<file path="config.mk">
export PLATFORM = sky130hd
export DESIGN_NAME = pcs_top
export DESIGN_NICKNAME = d
export VERILOG_FILES = /design/src/pcs_pkg.sv /design/src/pcs_clk_gen.sv /design/src/pcs_debounce.sv /design/src/pcs_top.sv
export VERILOG_INCLUDE_DIRS = /design/src
export SDC_FILE = /design/constraint.sdc
export NUM_CORES = 1
export LEC_CHECK = 0
export BUFFER_PORTS_ARGS = -buffer_cell sky130_fd_sc_hd__buf_2
export CELL_PAD_IN_SITES_DETAIL_PLACEMENT = 1
export CELL_PAD_IN_SITES_GLOBAL_PLACEMENT = 1
export CORE_MARGIN = 2
export CORE_UTILIZATION = 45
export DETAILED_ROUTE_END_ITERATION = 7
export GPL_TIMING_DRIVEN = 0
export PLACE_DENSITY = 0.88
export REMOVE_ABC_BUFFERS = 1
export SLEW_MARGIN = 20
export SYNTH_ARGS = -nofsm -noshare
export SYNTH_HDL_FRONTEND = slang
export SYNTH_SLANG_ARGS = --single-unit
</file>
<file path="constraint.sdc">
create_clock -name clk_sys -period 3.9 [get_ports clk_sys]
set_input_delay 0.195 -clock clk_sys [delete_from_list [all_inputs] [get_ports clk_sys]]
set_output_delay 0.195 -clock clk_sys [all_outputs]
set_load 0.02 [all_outputs]
</file>
<file path="src/pcs_cfg.svh">
// pcs_cfg.svh: constants of the clock select and input monitor block
// assumes inclusion by bare name from the clock generator, debounce and top modules
`ifndef PCS_CFG_SVH
`define PCS_CFG_SVH
// clock rates
`define CLK_SYS_MHZ 40
`define OSC16_MHZ 16
`define OSC16_HZ 16000000
`define TICK32_HZ 32768
`define TRIM_DIV (`OSC16_HZ / `TICK32_HZ)
// times in microseconds, turned into 32 kHz ticks rounding up
`define OV_DEB_US 122
`define SEQ_FAST_US 500
`define SEQ_SLOW_US 2000
`define US_TO_TICKS(us) ((((us) * `TICK32_HZ) + 999999) / 1000000)
`define DEB_DEF_TICKS 16
`define SEQ_SLOTS 8
// register offsets
`define ADDR_IRQ_STAT 8'h00
`define ADDR_IRQ_MASK 8'h04
`define ADDR_SENSE 8'h08
`define ADDR_LDO_CTL 8'h0C
`define ADDR_SW_DIV 8'h10
`define ADDR_STATE 8'h14
// reset values
`define MASK_RST 3'h7
`define CTL_RST 3'h0
`define SW_DIV_RST 8'h08
// field positions
`define IRQ_LOWIN 0
`define IRQ_BTN 1
`define IRQ_OV 2
`define CTL_STBY_LP_DIS 0
`define CTL_BTN_CFG 1
`define CTL_SEQ_SLOW 2
// synchroniser lanes, also sense register bits 0..2
`define PIN_UV 0
`define PIN_DROOP 1
`define PIN_OV 2
`define PIN_LOWIN 3
`define PIN_BTN 4
`define PIN_COUNT 5
`endif

</file>
<file path="src/pcs_pkg.sv">
// pcs_pkg: types shared by the clock select and input monitor block
// assumes pcs_cfg.svh is compiled alongside
package pcs_pkg;
  typedef enum logic [1:0] {CLK_TRIM16, CLK_TICK32, CLK_RAW32} pcs_clk_sel_t;
  typedef enum logic [1:0] {SEQ_IDLE, SEQ_RUN, SEQ_DONE} pcs_seq_t;
  typedef struct packed {
    logic [7:0] addr;
    logic [7:0] wdata;
    logic wr;
    logic rd;
  } pcs_bus_t;
  typedef struct packed {
    logic standby;
    logic sleep;
  } pcs_mode_t;
  typedef struct packed {
    logic lowPower;
    logic extGateEn;
  } pcs_ldo_t;
endpackage

</file>
<file path="src/pcs_clk_gen.sv">
// pcs_clk_gen: trimmed 16 MHz enable, derived 32 kHz tick, switching
// enable and untrimmed 32 kHz tick; assumes osc32Raw is asynchronous
`timescale 1ns/100ps
`include "pcs_cfg.svh"
module pcs_clk_gen (
  // clock and reset
  input wire logic clk_sys,
  input wire logic rst,
  // divider setting and raw oscillator pin
  input wire logic [7:0] swDiv,
  input wire logic osc32Raw,
  // one-cycle enables
  output logic tickTrim,
  output logic tickRaw,
  output logic swClkEn
);
  typedef struct packed {
    logic [5:0] phase;
    logic [8:0] trimCnt;
    logic [7:0] swCnt;
    logic [2:0] rawSync;
    logic tickTrim;
    logic tickRaw;
    logic swClkEn;
  } pcs_gen_st_t;
  pcs_gen_st_t q, d;
  logic en16;
  logic [6:0] sum;
  logic [7:0] divEnd;

  // trimmed oscillator modelled by phase accumulation
  always_comb begin
    d = q;
    sum = 7'(q.phase) + 7'(`OSC16_MHZ);
    en16 = sum >= 7'(`CLK_SYS_MHZ);
    d.phase = en16 ? 6'(sum - 7'(`CLK_SYS_MHZ)) : 6'(sum);
    divEnd = (swDiv == 8'h00) ? 8'h00 : swDiv - 8'h01;
    d.tickTrim = 1'b0;
    d.swClkEn = 1'b0;
    if (en16) begin
      if (q.trimCnt == 9'(`TRIM_DIV - 1)) begin
        d.trimCnt = 9'h000;
        d.tickTrim = 1'b1;
      end else begin
        d.trimCnt = q.trimCnt + 9'h001;
      end
      if (q.swCnt >= divEnd) begin
        d.swCnt = 8'h00;
        d.swClkEn = 1'b1;
      end else begin
        d.swCnt = q.swCnt + 8'h01;
      end
    end
    d.rawSync = {q.rawSync[1], q.rawSync[0], osc32Raw};
    d.tickRaw = q.rawSync[1] & ~q.rawSync[2];
  end

  always_ff @(posedge clk_sys or posedge rst) begin
    if (rst) begin
      q <= '0;
    end else begin
      q <= d;
    end
  end

  assign tickTrim = q.tickTrim;
  assign tickRaw = q.tickRaw;
  assign swClkEn = q.swClkEn;
endmodule

</file>
<file path="src/pcs_debounce.sv">
// pcs_debounce: level filter counting ticks of a chosen time base
// assumes raw is already synchronous to clk_sys
`timescale 1ns/100ps
`include "pcs_cfg.svh"
module pcs_debounce #(
  parameter int TICKS = 4
) (
  // clock and reset
  input wire logic clk_sys,
  input wire logic rst,
  // time base and input
  input wire logic tick,
  input wire logic raw,
  // filtered level
  output logic level
);
  localparam int CW = $clog2(TICKS + 1);
  if (TICKS < 1 || TICKS > 65535) begin : g_chk
    $error("debounce TICKS out of range");
  end
  typedef struct packed {
    logic [CW-1:0] cnt;
    logic level;
  } pcs_deb_st_t;
  pcs_deb_st_t q, d;

  // only whole ticks of stable input count
  always_comb begin
    d = q;
    if (raw == q.level) begin
      d.cnt = '0;
    end else if (tick) begin
      if (q.cnt == CW'(TICKS - 1)) begin
        d.level = raw;
        d.cnt = '0;
      end else begin
        d.cnt = q.cnt + CW'(1);
      end
    end
  end

  always_ff @(posedge clk_sys or posedge rst) begin
    if (rst) begin
      q <= '0;
    end else begin
      q <= d;
    end
  end

  assign level = q.level;
endmodule

</file>
<file path="src/pcs_top.sv">
// pcs_top: clock source select, start-up sequencer, front-end regulator
// steering and overvoltage interrupt with plain register port.
// assumes pin inputs are asynchronous; mode and regulator state inputs
// come from logic on clk_sys.
//
// Operation
// - start-up steps advance only on the trimmed 32 kHz tick
// - each regulator turns on at its programmed slot, slot length software set; a regulator programmed to slot 0 is never turned on
// - two sources: trimmed 16 MHz clock and untrimmed 32 kHz oscillator
// - untrimmed source only under undervoltage, all asleep, or all in PFM
// - derived tick used in start-up and for button debounce when configured
// - in ON state overvoltage debounce counts derived 32 kHz ticks
// - low-input debounce, and button debounce by default, run on untrimmed oscillator
// - switching enables divide the trimmed 16 MHz clock
// - standby and sleep put front-end in low power, external pass off
// - disable bit keeps normal mode in standby, sleep still low power
// - input droop turns external pass gate drive off
// - overvoltage sets bit 2 of interrupt status
// - interrupt line low for overvoltage only while unmasked
// - overvoltage filtered by 122 us debounce before flagging
// - overvoltage during start-up raises no interrupt
// - live overvoltage sense bit readable by host
//
// Our own choices: the register offsets and the plain strobed port.
`timescale 1ns/100ps
`include "pcs_cfg.svh"
module pcs_top #(
  parameter int NREG = 4,
  parameter int LOWIN_DEB_TICKS = `DEB_DEF_TICKS,
  parameter int BTN_DEB_TICKS = `DEB_DEF_TICKS
) (
  // clock and reset
  input wire logic clk_sys,
  input wire logic rst,
  // register port
  input pcs_pkg::pcs_bus_t bus,
  output logic [7:0] rdata,
  // asynchronous pins
  input wire logic osc32Raw,
  input wire logic vinUnderVolt,
  input wire logic vinDroop,
  input wire logic overvoltDetect,
  input wire logic lowInputRaw,
  input wire logic buttonRaw,
  // device state from the mode controller
  input pcs_pkg::pcs_mode_t mode,
  input wire logic [NREG-1:0] regSleep,
  input wire logic [NREG-1:0] regPfm,
  input wire logic startReq,
  input wire logic [NREG-1:0][2:0] otpSeq,
  // outputs
  output logic irq_out_n,
  output pcs_pkg::pcs_clk_sel_t clkSel,
  output logic [NREG-1:0] regEn,
  output logic seqBusy,
  output pcs_pkg::pcs_ldo_t ldo,
  output logic swClkEn
);
  if (NREG < 1 || NREG > 8) begin : g_chk
    $error("NREG must be 1 to 8");
  end

  typedef struct packed {
    logic [`PIN_COUNT-1:0] s1;
    logic [`PIN_COUNT-1:0] s2;
    logic [2:0] evPrev;
    logic [2:0] status;
    logic [2:0] mask;
    logic [2:0] ctl;
    logic [7:0] swDiv;
    logic [7:0] rdata;
    logic irqN;
    pcs_pkg::pcs_clk_sel_t clkSel;
    pcs_pkg::pcs_seq_t seq;
    logic [2:0] slot;
    logic [6:0] slotCnt;
    logic [NREG-1:0] regEn;
    pcs_pkg::pcs_ldo_t ldo;
    logic seqBusy;
  } pcs_top_st_t;
  pcs_top_st_t q, d;

  logic tickTrim, tickRaw;
  logic ovTick, btnTick;
  logic ovLvl, lowLvl, btnLvl;
  logic fallback;
  logic [2:0] evLvl, evSet;
  logic rdStat;

  // slot length in derived ticks for the chosen sequencer speed
  function automatic logic [6:0] seqTicks(input logic slow);
    seqTicks = slow ? 7'(`US_TO_TICKS(`SEQ_SLOW_US))
                    : 7'(`US_TO_TICKS(`SEQ_FAST_US));
  endfunction

  // regulators whose slot number matches
  function automatic logic [NREG-1:0] slotHits(
      input logic [NREG-1:0][2:0] seqs, input logic [2:0] slot);
    slotHits = '0;
    for (int i = 0; i < NREG; i++) begin
      slotHits[i] = (seqs[i] == slot) && (seqs[i] != 3'h0);
    end
  endfunction

  pcs_clk_gen u_clk_gen (
    .clk_sys(clk_sys),
    .rst(rst),
    .swDiv(q.swDiv),
    .osc32Raw(osc32Raw),
    .tickTrim(tickTrim),
    .tickRaw(tickRaw),
    .swClkEn(swClkEn)
  );

  // derived tick while trimmed clock runs, raw after fallback
  assign ovTick = (q.clkSel == pcs_pkg::CLK_RAW32) ? tickRaw : tickTrim;
  // button debounce on derived tick when configured
  assign btnTick = q.ctl[`CTL_BTN_CFG] ? tickTrim : tickRaw;

  // overvoltage filter length from 122 us
  pcs_debounce #(.TICKS(`US_TO_TICKS(`OV_DEB_US))) u_deb_ov (
    .clk_sys(clk_sys),
    .rst(rst),
    .tick(ovTick),
    .raw(q.s2[`PIN_OV]),
    .level(ovLvl)
  );

  pcs_debounce #(.TICKS(LOWIN_DEB_TICKS)) u_deb_low (
    .clk_sys(clk_sys),
    .rst(rst),
    .tick(tickRaw),
    .raw(q.s2[`PIN_LOWIN]),
    .level(lowLvl)
  );

  // button filter on untrimmed oscillator by default
  pcs_debounce #(.TICKS(BTN_DEB_TICKS)) u_deb_btn (
    .clk_sys(clk_sys),
    .rst(rst),
    .tick(btnTick),
    .raw(q.s2[`PIN_BTN]),
    .level(btnLvl)
  );

  always_comb begin
    d = q;
    // pins pass two flops before any use
    d.s1 = {buttonRaw, lowInputRaw, overvoltDetect, vinDroop, vinUnderVolt};
    d.s2 = q.s1;

    fallback = q.s2[`PIN_UV] | (&regSleep) | (&regPfm);
    if (fallback) begin
      d.clkSel = pcs_pkg::CLK_RAW32;
    end else if (q.seq == pcs_pkg::SEQ_RUN) begin
      d.clkSel = pcs_pkg::CLK_TICK32;
    end else begin
      d.clkSel = pcs_pkg::CLK_TRIM16;
    end

    // start-up sequencer
    case (q.seq)
      pcs_pkg::SEQ_IDLE: begin
        d.regEn = '0;
        if (startReq) begin
          d.seq = pcs_pkg::SEQ_RUN;
          d.slot = 3'h0;
          d.slotCnt = 7'h00;
        end
      end
      pcs_pkg::SEQ_RUN: begin
        if (!startReq) begin
          d.seq = pcs_pkg::SEQ_IDLE;
          d.regEn = '0;
        // steps paced by trimmed tick, held under undervoltage
        end else if (tickTrim && !q.s2[`PIN_UV]) begin
          // programmed slot times slot length of seqTicks derived ticks
          if (q.slotCnt == seqTicks(q.ctl[`CTL_SEQ_SLOW]) - 7'h01) begin
            d.slotCnt = 7'h00;
            d.slot = q.slot + 3'h1;
            d.regEn = q.regEn | slotHits(otpSeq, q.slot + 3'h1);
            if (q.slot == 3'(`SEQ_SLOTS - 2)) begin
              d.seq = pcs_pkg::SEQ_DONE;
            end
          end else begin
            d.slotCnt = q.slotCnt + 7'h01;
          end
        end
      end
      pcs_pkg::SEQ_DONE: begin
        if (!startReq) begin
          d.seq = pcs_pkg::SEQ_IDLE;
          d.regEn = '0;
        end
      end
      default: begin
        d.seq = pcs_pkg::SEQ_IDLE;
        d.regEn = '0;
      end
    endcase
    // busy kept in a flop so the port never glitches on decode
    d.seqBusy = (d.seq == pcs_pkg::SEQ_RUN);

    // interrupt events on rising filtered levels
    evLvl = {ovLvl, btnLvl, lowLvl};
    evSet = evLvl & ~q.evPrev;
    d.evPrev = evLvl;
    if (q.seq == pcs_pkg::SEQ_RUN) begin
      evSet[`IRQ_OV] = 1'b0;
    end
    // read clears, a new event in that cycle wins
    rdStat = bus.rd && (bus.addr == `ADDR_IRQ_STAT);
    d.status = (rdStat ? 3'h0 : q.status) | evSet;

    // register writes
    if (bus.wr) begin
      case (bus.addr)
        `ADDR_IRQ_MASK: d.mask = bus.wdata[2:0];
        `ADDR_LDO_CTL: d.ctl = bus.wdata[2:0];
        `ADDR_SW_DIV: d.swDiv = bus.wdata;
        default: ;
      endcase
    end

    // register reads, data stand one cycle
    d.rdata = 8'h00;
    if (bus.rd) begin
      case (bus.addr)
        `ADDR_IRQ_STAT: d.rdata = {5'h00, q.status};
        `ADDR_IRQ_MASK: d.rdata = {5'h00, q.mask};
        `ADDR_SENSE: d.rdata = {5'h00, q.s2[2:0]};
        `ADDR_LDO_CTL: d.rdata = {5'h00, q.ctl};
        `ADDR_SW_DIV: d.rdata = q.swDiv;
        `ADDR_STATE: d.rdata = {4'h0, q.seq, q.clkSel};
        default: d.rdata = 8'h00;
      endcase
    end

    // line low only for unmasked pending bits
    d.irqN = ~|(d.status & ~d.mask);

    // low power in sleep, and in standby unless disabled
    d.ldo.lowPower = mode.sleep | (mode.standby & ~q.ctl[`CTL_STBY_LP_DIS]);
    // droop forces external gate drive off
    d.ldo.extGateEn = ~d.ldo.lowPower & ~q.s2[`PIN_DROOP];
  end

  always_ff @(posedge clk_sys or posedge rst) begin
    if (rst) begin
      q <= '0;
      q.mask <= `MASK_RST;
      q.ctl <= `CTL_RST;
      q.swDiv <= `SW_DIV_RST;
      q.irqN <= 1'b1;
    end else begin
      q <= d;
    end
  end

  assign rdata = q.rdata;
  assign irq_out_n = q.irqN;
  assign clkSel = q.clkSel;
  assign regEn = q.regEn;
  assign seqBusy = q.seqBusy;
  assign ldo = q.ldo;
endmodule

</file>
Word level (Yosys, flattened, before mapping):

Index checks and enable logic that the tools add are counted.

* bits in registers: 105
* bits of input ports: 49
* output and inout bits: 19
* word-level logic and storage cells: 168

* add/subtract/negate cells: 11
* order comparisons: 2
* equal/unequal tests: 29
* multiplexer cells: 47
* bitwise gates (word level): 19
* reductions and logical operators: 30

Operator list (number)
* case mux 8 bit (6 select lines): 1
* two-way mux 8 bit: 4
* two-way mux 5 bit: 5
* case mux 10 bit (2 select lines): 1
* two-way mux 6 bit: 3
* equality test 8 x 4 -> 1 bit, second input constant: 2
* equality test 8 x 5 -> 1 bit, second input constant: 2
* zero test 8 bit: 2
* two-way mux 16 bit: 1
* two-way mux 4 bit: 4
* two-way mux 3 bit: 5
* two-way mux 14 bit: 1
* two-way mux 7 bit: 2
* equality test 3 bit: 4
* two-way mux 12 bit: 1
* AND reduction 3 bit: 4
* AND reduction 4 bit: 3
* nonzero test 3 bit: 4
* two-way mux 1 bit: 11
* adder 5 x 1 -> 5 bit, second input constant: 2
* equality test 5 x 4 -> 1 bit, second input constant: 2
* two-way mux 10 bit: 1
* inequality test 2 bit, second input constant: 5
* adder 9 x 1 -> 9 bit, second input constant: 1
* other kinds (36): 67

Longest topological paths before layout:

* depth in word-level cells: 9
* mapped depth: 12
* gate-level depth less buffers: 12

Hierarchy:

From an unflattened synthesis, not the netlist that was laid out.

* cells, all modules: 509
* area, all modules: 5411.4 um^2

By module, submodules not included
* pcs_top: times used 1, cells each 267, area an instance 3011.6 um^2, sequential area each 1507.7 um^2
* pcs_clk_gen: times used 1, cells each 165, area an instance 1602.8 um^2, sequential area each 650.6 um^2
* pcs_debounce at u_deb_btn ...: times used 2, cells each 29, area an instance 296.5 um^2, sequential area each 150.1 um^2
* pcs_debounce at u_deb_ov: times used 1, cells each 19, area an instance 203.9 um^2, sequential area each 100.1 um^2

Least setup slack after synthesis:

Ideal clock, no wire load.

* path type: register -> register
* from: reg, netlist name q[30]
* to: reg u_clk_gen.q[6] (netlist bit)
* setup time: 0.125 ns
* data arrival time: 2.849 ns
* required time: 3.775 ns
* slack: 0.927 ns
* cell stages (with the launch flop): 13
* path buffers: 0
* period minus slack after synthesis: 2.973 ns
* cell sequence: dfrtp_1 inv_1 ha_1 nor2b_1 nand3b_1 or3_1 and2_1 ha_1 nand2b_1 a2111oi_0 o31ai_1 nor2_1 mux2_2

* cells in the longest elaborated chain, start to end: 4
* elaborated cells on any way between the ends: 5
* those cells by class: add/sub: 1; order compare: 1; mux: 2; reduce/logical: 1

Ends and longest elaborated chain
* subtractor 8 x 1 -> 8 bit or zero test 8 bit (tied branches): line pcs_clk_gen.sv:37 `divEnd = (swDiv == 8'h00) ? 8'h00 : swDiv - 8'h01;`
* two-way mux 8 bit *: line pcs_clk_gen.sv:37
* >= comparator 8 bit *: line pcs_clk_gen.sv:47 `if (q.swCnt >= divEnd) begin`
* two-way mux 8 bit *: line pcs_clk_gen.sv:47
* end signal: assignment: line pcs_clk_gen.sv:60 `q <= '0;`
* end signal: assignment: line pcs_clk_gen.sv:62 `q <= d;`
* end: declaration: line pcs_clk_gen.sv:26 `pcs_gen_st_t q, d;`

Every way passes the cells marked *; elsewhere a longest branch is shown, timed or not.
A chain may end at the register's enable or synchronous reset.

Final worst setup path:

* from: reg, netlist name q[31]
* to: reg u_clk_gen.q[6] (netlist bit)

* cells in the longest elaborated chain, start to end: 4
* elaborated cells on any way between the ends: 5
* those cells by class: add/sub: 1; order compare: 1; mux: 2; reduce/logical: 1

Ends and longest elaborated chain (line)
* subtractor 8 x 1 -> 8 bit or zero test 8 bit (tied branches): pcs_clk_gen.sv:37
* two-way mux 8 bit *: pcs_clk_gen.sv:37
* >= comparator 8 bit *: pcs_clk_gen.sv:47
* two-way mux 8 bit *: pcs_clk_gen.sv:47

Marks and branches as above.

==> impl_metrics.tcl <==
set metrics [dict create \
    start_kind "flop" \
    synthCells 472 \
    cts_buffer_depth 2 \
    cts_buffers 9 \
    die_x_um 110 \
    finalSetupTns_ns 0 \
    rsz0062_at_grt "no" \
    grt_max_degree 84 \
    area_delta_synth_final_pct 14.5 \
    post-route-period-util_pct 89.8 \
    crit_top_cell "ha_1" \
    dp_hpwl_mm 8.61 \
    powerDensity_nw_per_um2 411 \
    setup_slack_ns 0.399 \
    cts_num_sinks 102 \
    synth-main-ff-cell "dfrtp_1" \
    synthDistinctLibCells 53 \
    viasPerCell 5.52 \
    grt_pass1_vias 4085 \
    timing.fmax_ghz 0.286 \
    final_cell_mix "97 x dfrtp_1, 67 x buf_2, 43 x nor2_1" \
    drive_above_1_share_pct 22.3 \
    path_max_fanout 9 \
    grt_first_pass_wirelength_mm 19.6 \
    synth_simple_gate_area_share_pct 17.2 \
    whs_path_depth 2 \
    final_common_cell "dfrtp_1" \
    drc_errors 0 \
    cp.arrival_ns 3.79 \
    synth-edff-count 0 \
    hold_class "in2reg" \
    yosysSeqAreaShare_pct 50.4 \
    firstDrtPassIters 6 \
    avgSynthCellArea_um2 10.7 \
    die_y_um 110 \
    fillCellCount 1191 \
    worstMarginPinSlew_ns 0.771 \
    wire_per_inst_um 17.5 \
    insertion_delay_ns 0.35 \
    numPortBuffers 67 \
    start_util_pct 46.4 \
    ys_warn_count 0 \
    coreArea_um2 10900 \
    post-route-min-period_ns 3.50 \
    drv_cap 0 \
    slew_headroom_pct 48.6 \
    synth_compound_area_share_pct 10.2 \
    antenna_found_initial 0 \
    overflow 0 \
    maxSlewViolCount 0 \
    die_area_um2 12100 \
    synth-seq-cells 102 \
    cts_setup_buffers 0 \
    async_reset_ff_share_pct 100 \
    ctsRootBufferMaster "clkbuf_16" \
    critical-path-slowest-cell "a2111oi_1" \
    hold_violations 0 \
    place_ws_ns 0.136 \
    diodes 0 \
    routed_wl_mm 11.9 \
    synthMuxAreaShare_pct 8.53 \
    rr_worst_depth 12 \
    utilization_pct 53.1 \
    synth-xor-area-share_pct 3.45 \
    setup_violations 0 \
    path_class "reg2reg" \
    run_status "finished, final reports clean" \
    io_pins 68 \
    max_stage_delay_ns 0.49 \
    synthAdderAreaFrac_pct 5.33 \
    irDropWorstVdd_mv 0.250 \
    syn_area_um2 5070 \
    clk_pin_slew_ns 0.07 \
    finalNetCount 604 \
    path_cells "inv_1, ha_1, nor2b_1, nand3b_1, or3_1, and2_1, ha_1, nand2b_1, a2111oi_1, o31ai_2, nor2_1, mux2_2" \
    num_vias 3749 \
    end_kind "flop" \
    cp.required_ns 4.19 \
    cts_tree "done" \
    skew_ns 0.00905 \
    htree_levels 3 \
    leakage_uw 0.00289 \
    gp_congestion 0.769 \
    drtAntennaViolNets 0 \
    synth_top_family_by_area "simple AND/OR/NAND/NOR gates" \
    dr.first_iter.drc_count 198 \
    num_rows 38 \
    track_usage_pct 21.1 \
]
-- worst max-delay path: cells and delay by family (launching register included) --
family	cells	cell delay, ns
mux	1	0.23
simple gates	6	1.55
flops	1	0.44
fa+ha+maj	2	0.42
compound gates	2	0.71
buf+inv	1	0.09
-- report_power, final --
part	switching (uW)	leakage, uW	internal [uW]	total [uW]
registers	45.9	0.00133	1100	1150
logic	210	0.00142	161	371
clock network	416	0.000140	456	871
total	671	0.00289	1720	2390
-- area by class of cell --
type / count / area, um2 / area share (%)
flip-flops and latches: 102 / 2560 / 44.0
multi-input cells: 323 / 2270 / 39.1
repair buffers: 75 / 433 / 7.45
clock buffers: 10 / 239 / 4.11
well taps: 140 / 175 / 3.01
inverters: 23 / 91.3 / 1.57
clock inverters: 6 / 43.8 / 0.753
-- worst paths after layout --
kind                              startpoint                         end  slack [ns]
min in group asynchronous                rst          rdata[5]$_DFF_PP0_        0.34
setup / recovery           q[31]$_DFFE_PP0P_  u_clk_gen.q[6]$_DFFE_PP0N_        0.40
hold reg to reg              d[53]$_DFF_PP0_             q[53]$_DFF_PP0_        0.36
setup reg to reg           q[31]$_DFFE_PP0P_  u_clk_gen.q[6]$_DFFE_PP0N_        0.40
hold / removal                       mode[0]            ldo[1]$_DFF_PP0_        0.05
max in group asynchronous                rst             q[41]$_DFF_PP1_        2.87
-- routing by layer --
metal  wire [um]  GRT usage [%]
met1        5030           24.7
met2        6180           39.3
met3         426           2.12
met4         238           8.75
met5           0              0
-- per-stage QoR --
| step | hold slack (ns) | cells | power [uW] | cell area (um2) |
|---|---|---|---|---|
| after floorplan | 0.226 | 448 | 1390 | 4910 |
| after CTS | 0.0445 | 679 | 2400 | 5810 |
| final | 0.0540 | 679 | 2390 | 5810 |
| after global routing | 0.0561 | 679 | 2500 | 5810 |
| after detailed placement | 0.150 | 656 | 1520 | 5450 |
| after global placement | 0.305 | 655 | 1480 | 5420 |
-- cells in the mapped netlist, types with 4 or more instances --
| cell | number | area, um2 |
|---|---|---|
| a21o_1 | 5 | 37.5 |
| a21oi_1 | 22 | 110 |
| a22o_1 | 10 | 87.6 |
| and2_1 | 8 | 50.1 |
| and3_1 | 10 | 62.6 |
| buf_4 | 16 | 120 |
| clkbuf_1 | 5 | 18.8 |
| dfrtp_1 | 97 | 2430 |
| dfstp_2 | 5 | 131 |
| ha_1 | 20 | 250 |
| inv_1 | 23 | 86.3 |
| mux2_2 | 16 | 180 |
| mux2i_1 | 17 | 170 |
| nand2_1 | 30 | 113 |
| nand2b_1 | 6 | 37.5 |
| nand3_1 | 12 | 60.1 |
| nand4_1 | 5 | 31.3 |
| nor2_1 | 43 | 161 |
| nor2b_1 | 15 | 93.8 |
| nor3_1 | 13 | 65.1 |
| nor3b_1 | 5 | 37.5 |
| o2111ai_1 | 4 | 35.0 |
| o21ai_0 | 23 | 115 |
| xnor2_1 | 14 | 123 |
| xor2_1 | 6 | 52.6 |
-- registers in the layout, indices dropped and copies added (netlist names), 2 cells and up --
register and flops:
ldo 2, u_deb_btn.q 5, u_clk_gen.d 2, clkSel 2, u_deb_low.q 5, d 5, u_deb_ov.q 3, u_clk_gen.q 21
q 37, regEn 4, rdata 8
-- cells by family after synthesis --
kind of cell | Yosys count
AOI/OAI and AO/OA | 80
buffers and inverters | 47
and+or+nand+nor | 165
adders and majority gates | 21
DFF | 102
xor gates and xnor gates | 20
muxes | 37
-- timing repair --
action / 4_1_cts / 5_1_grt
hold buffers: 7 / 0
endpoints found under the setup margin: 0 / 5
resized for setup: 0 / 2
endpoints found under the hold margin: 25 / 0
Note: power is estimated with default switching activity, not from simulation.
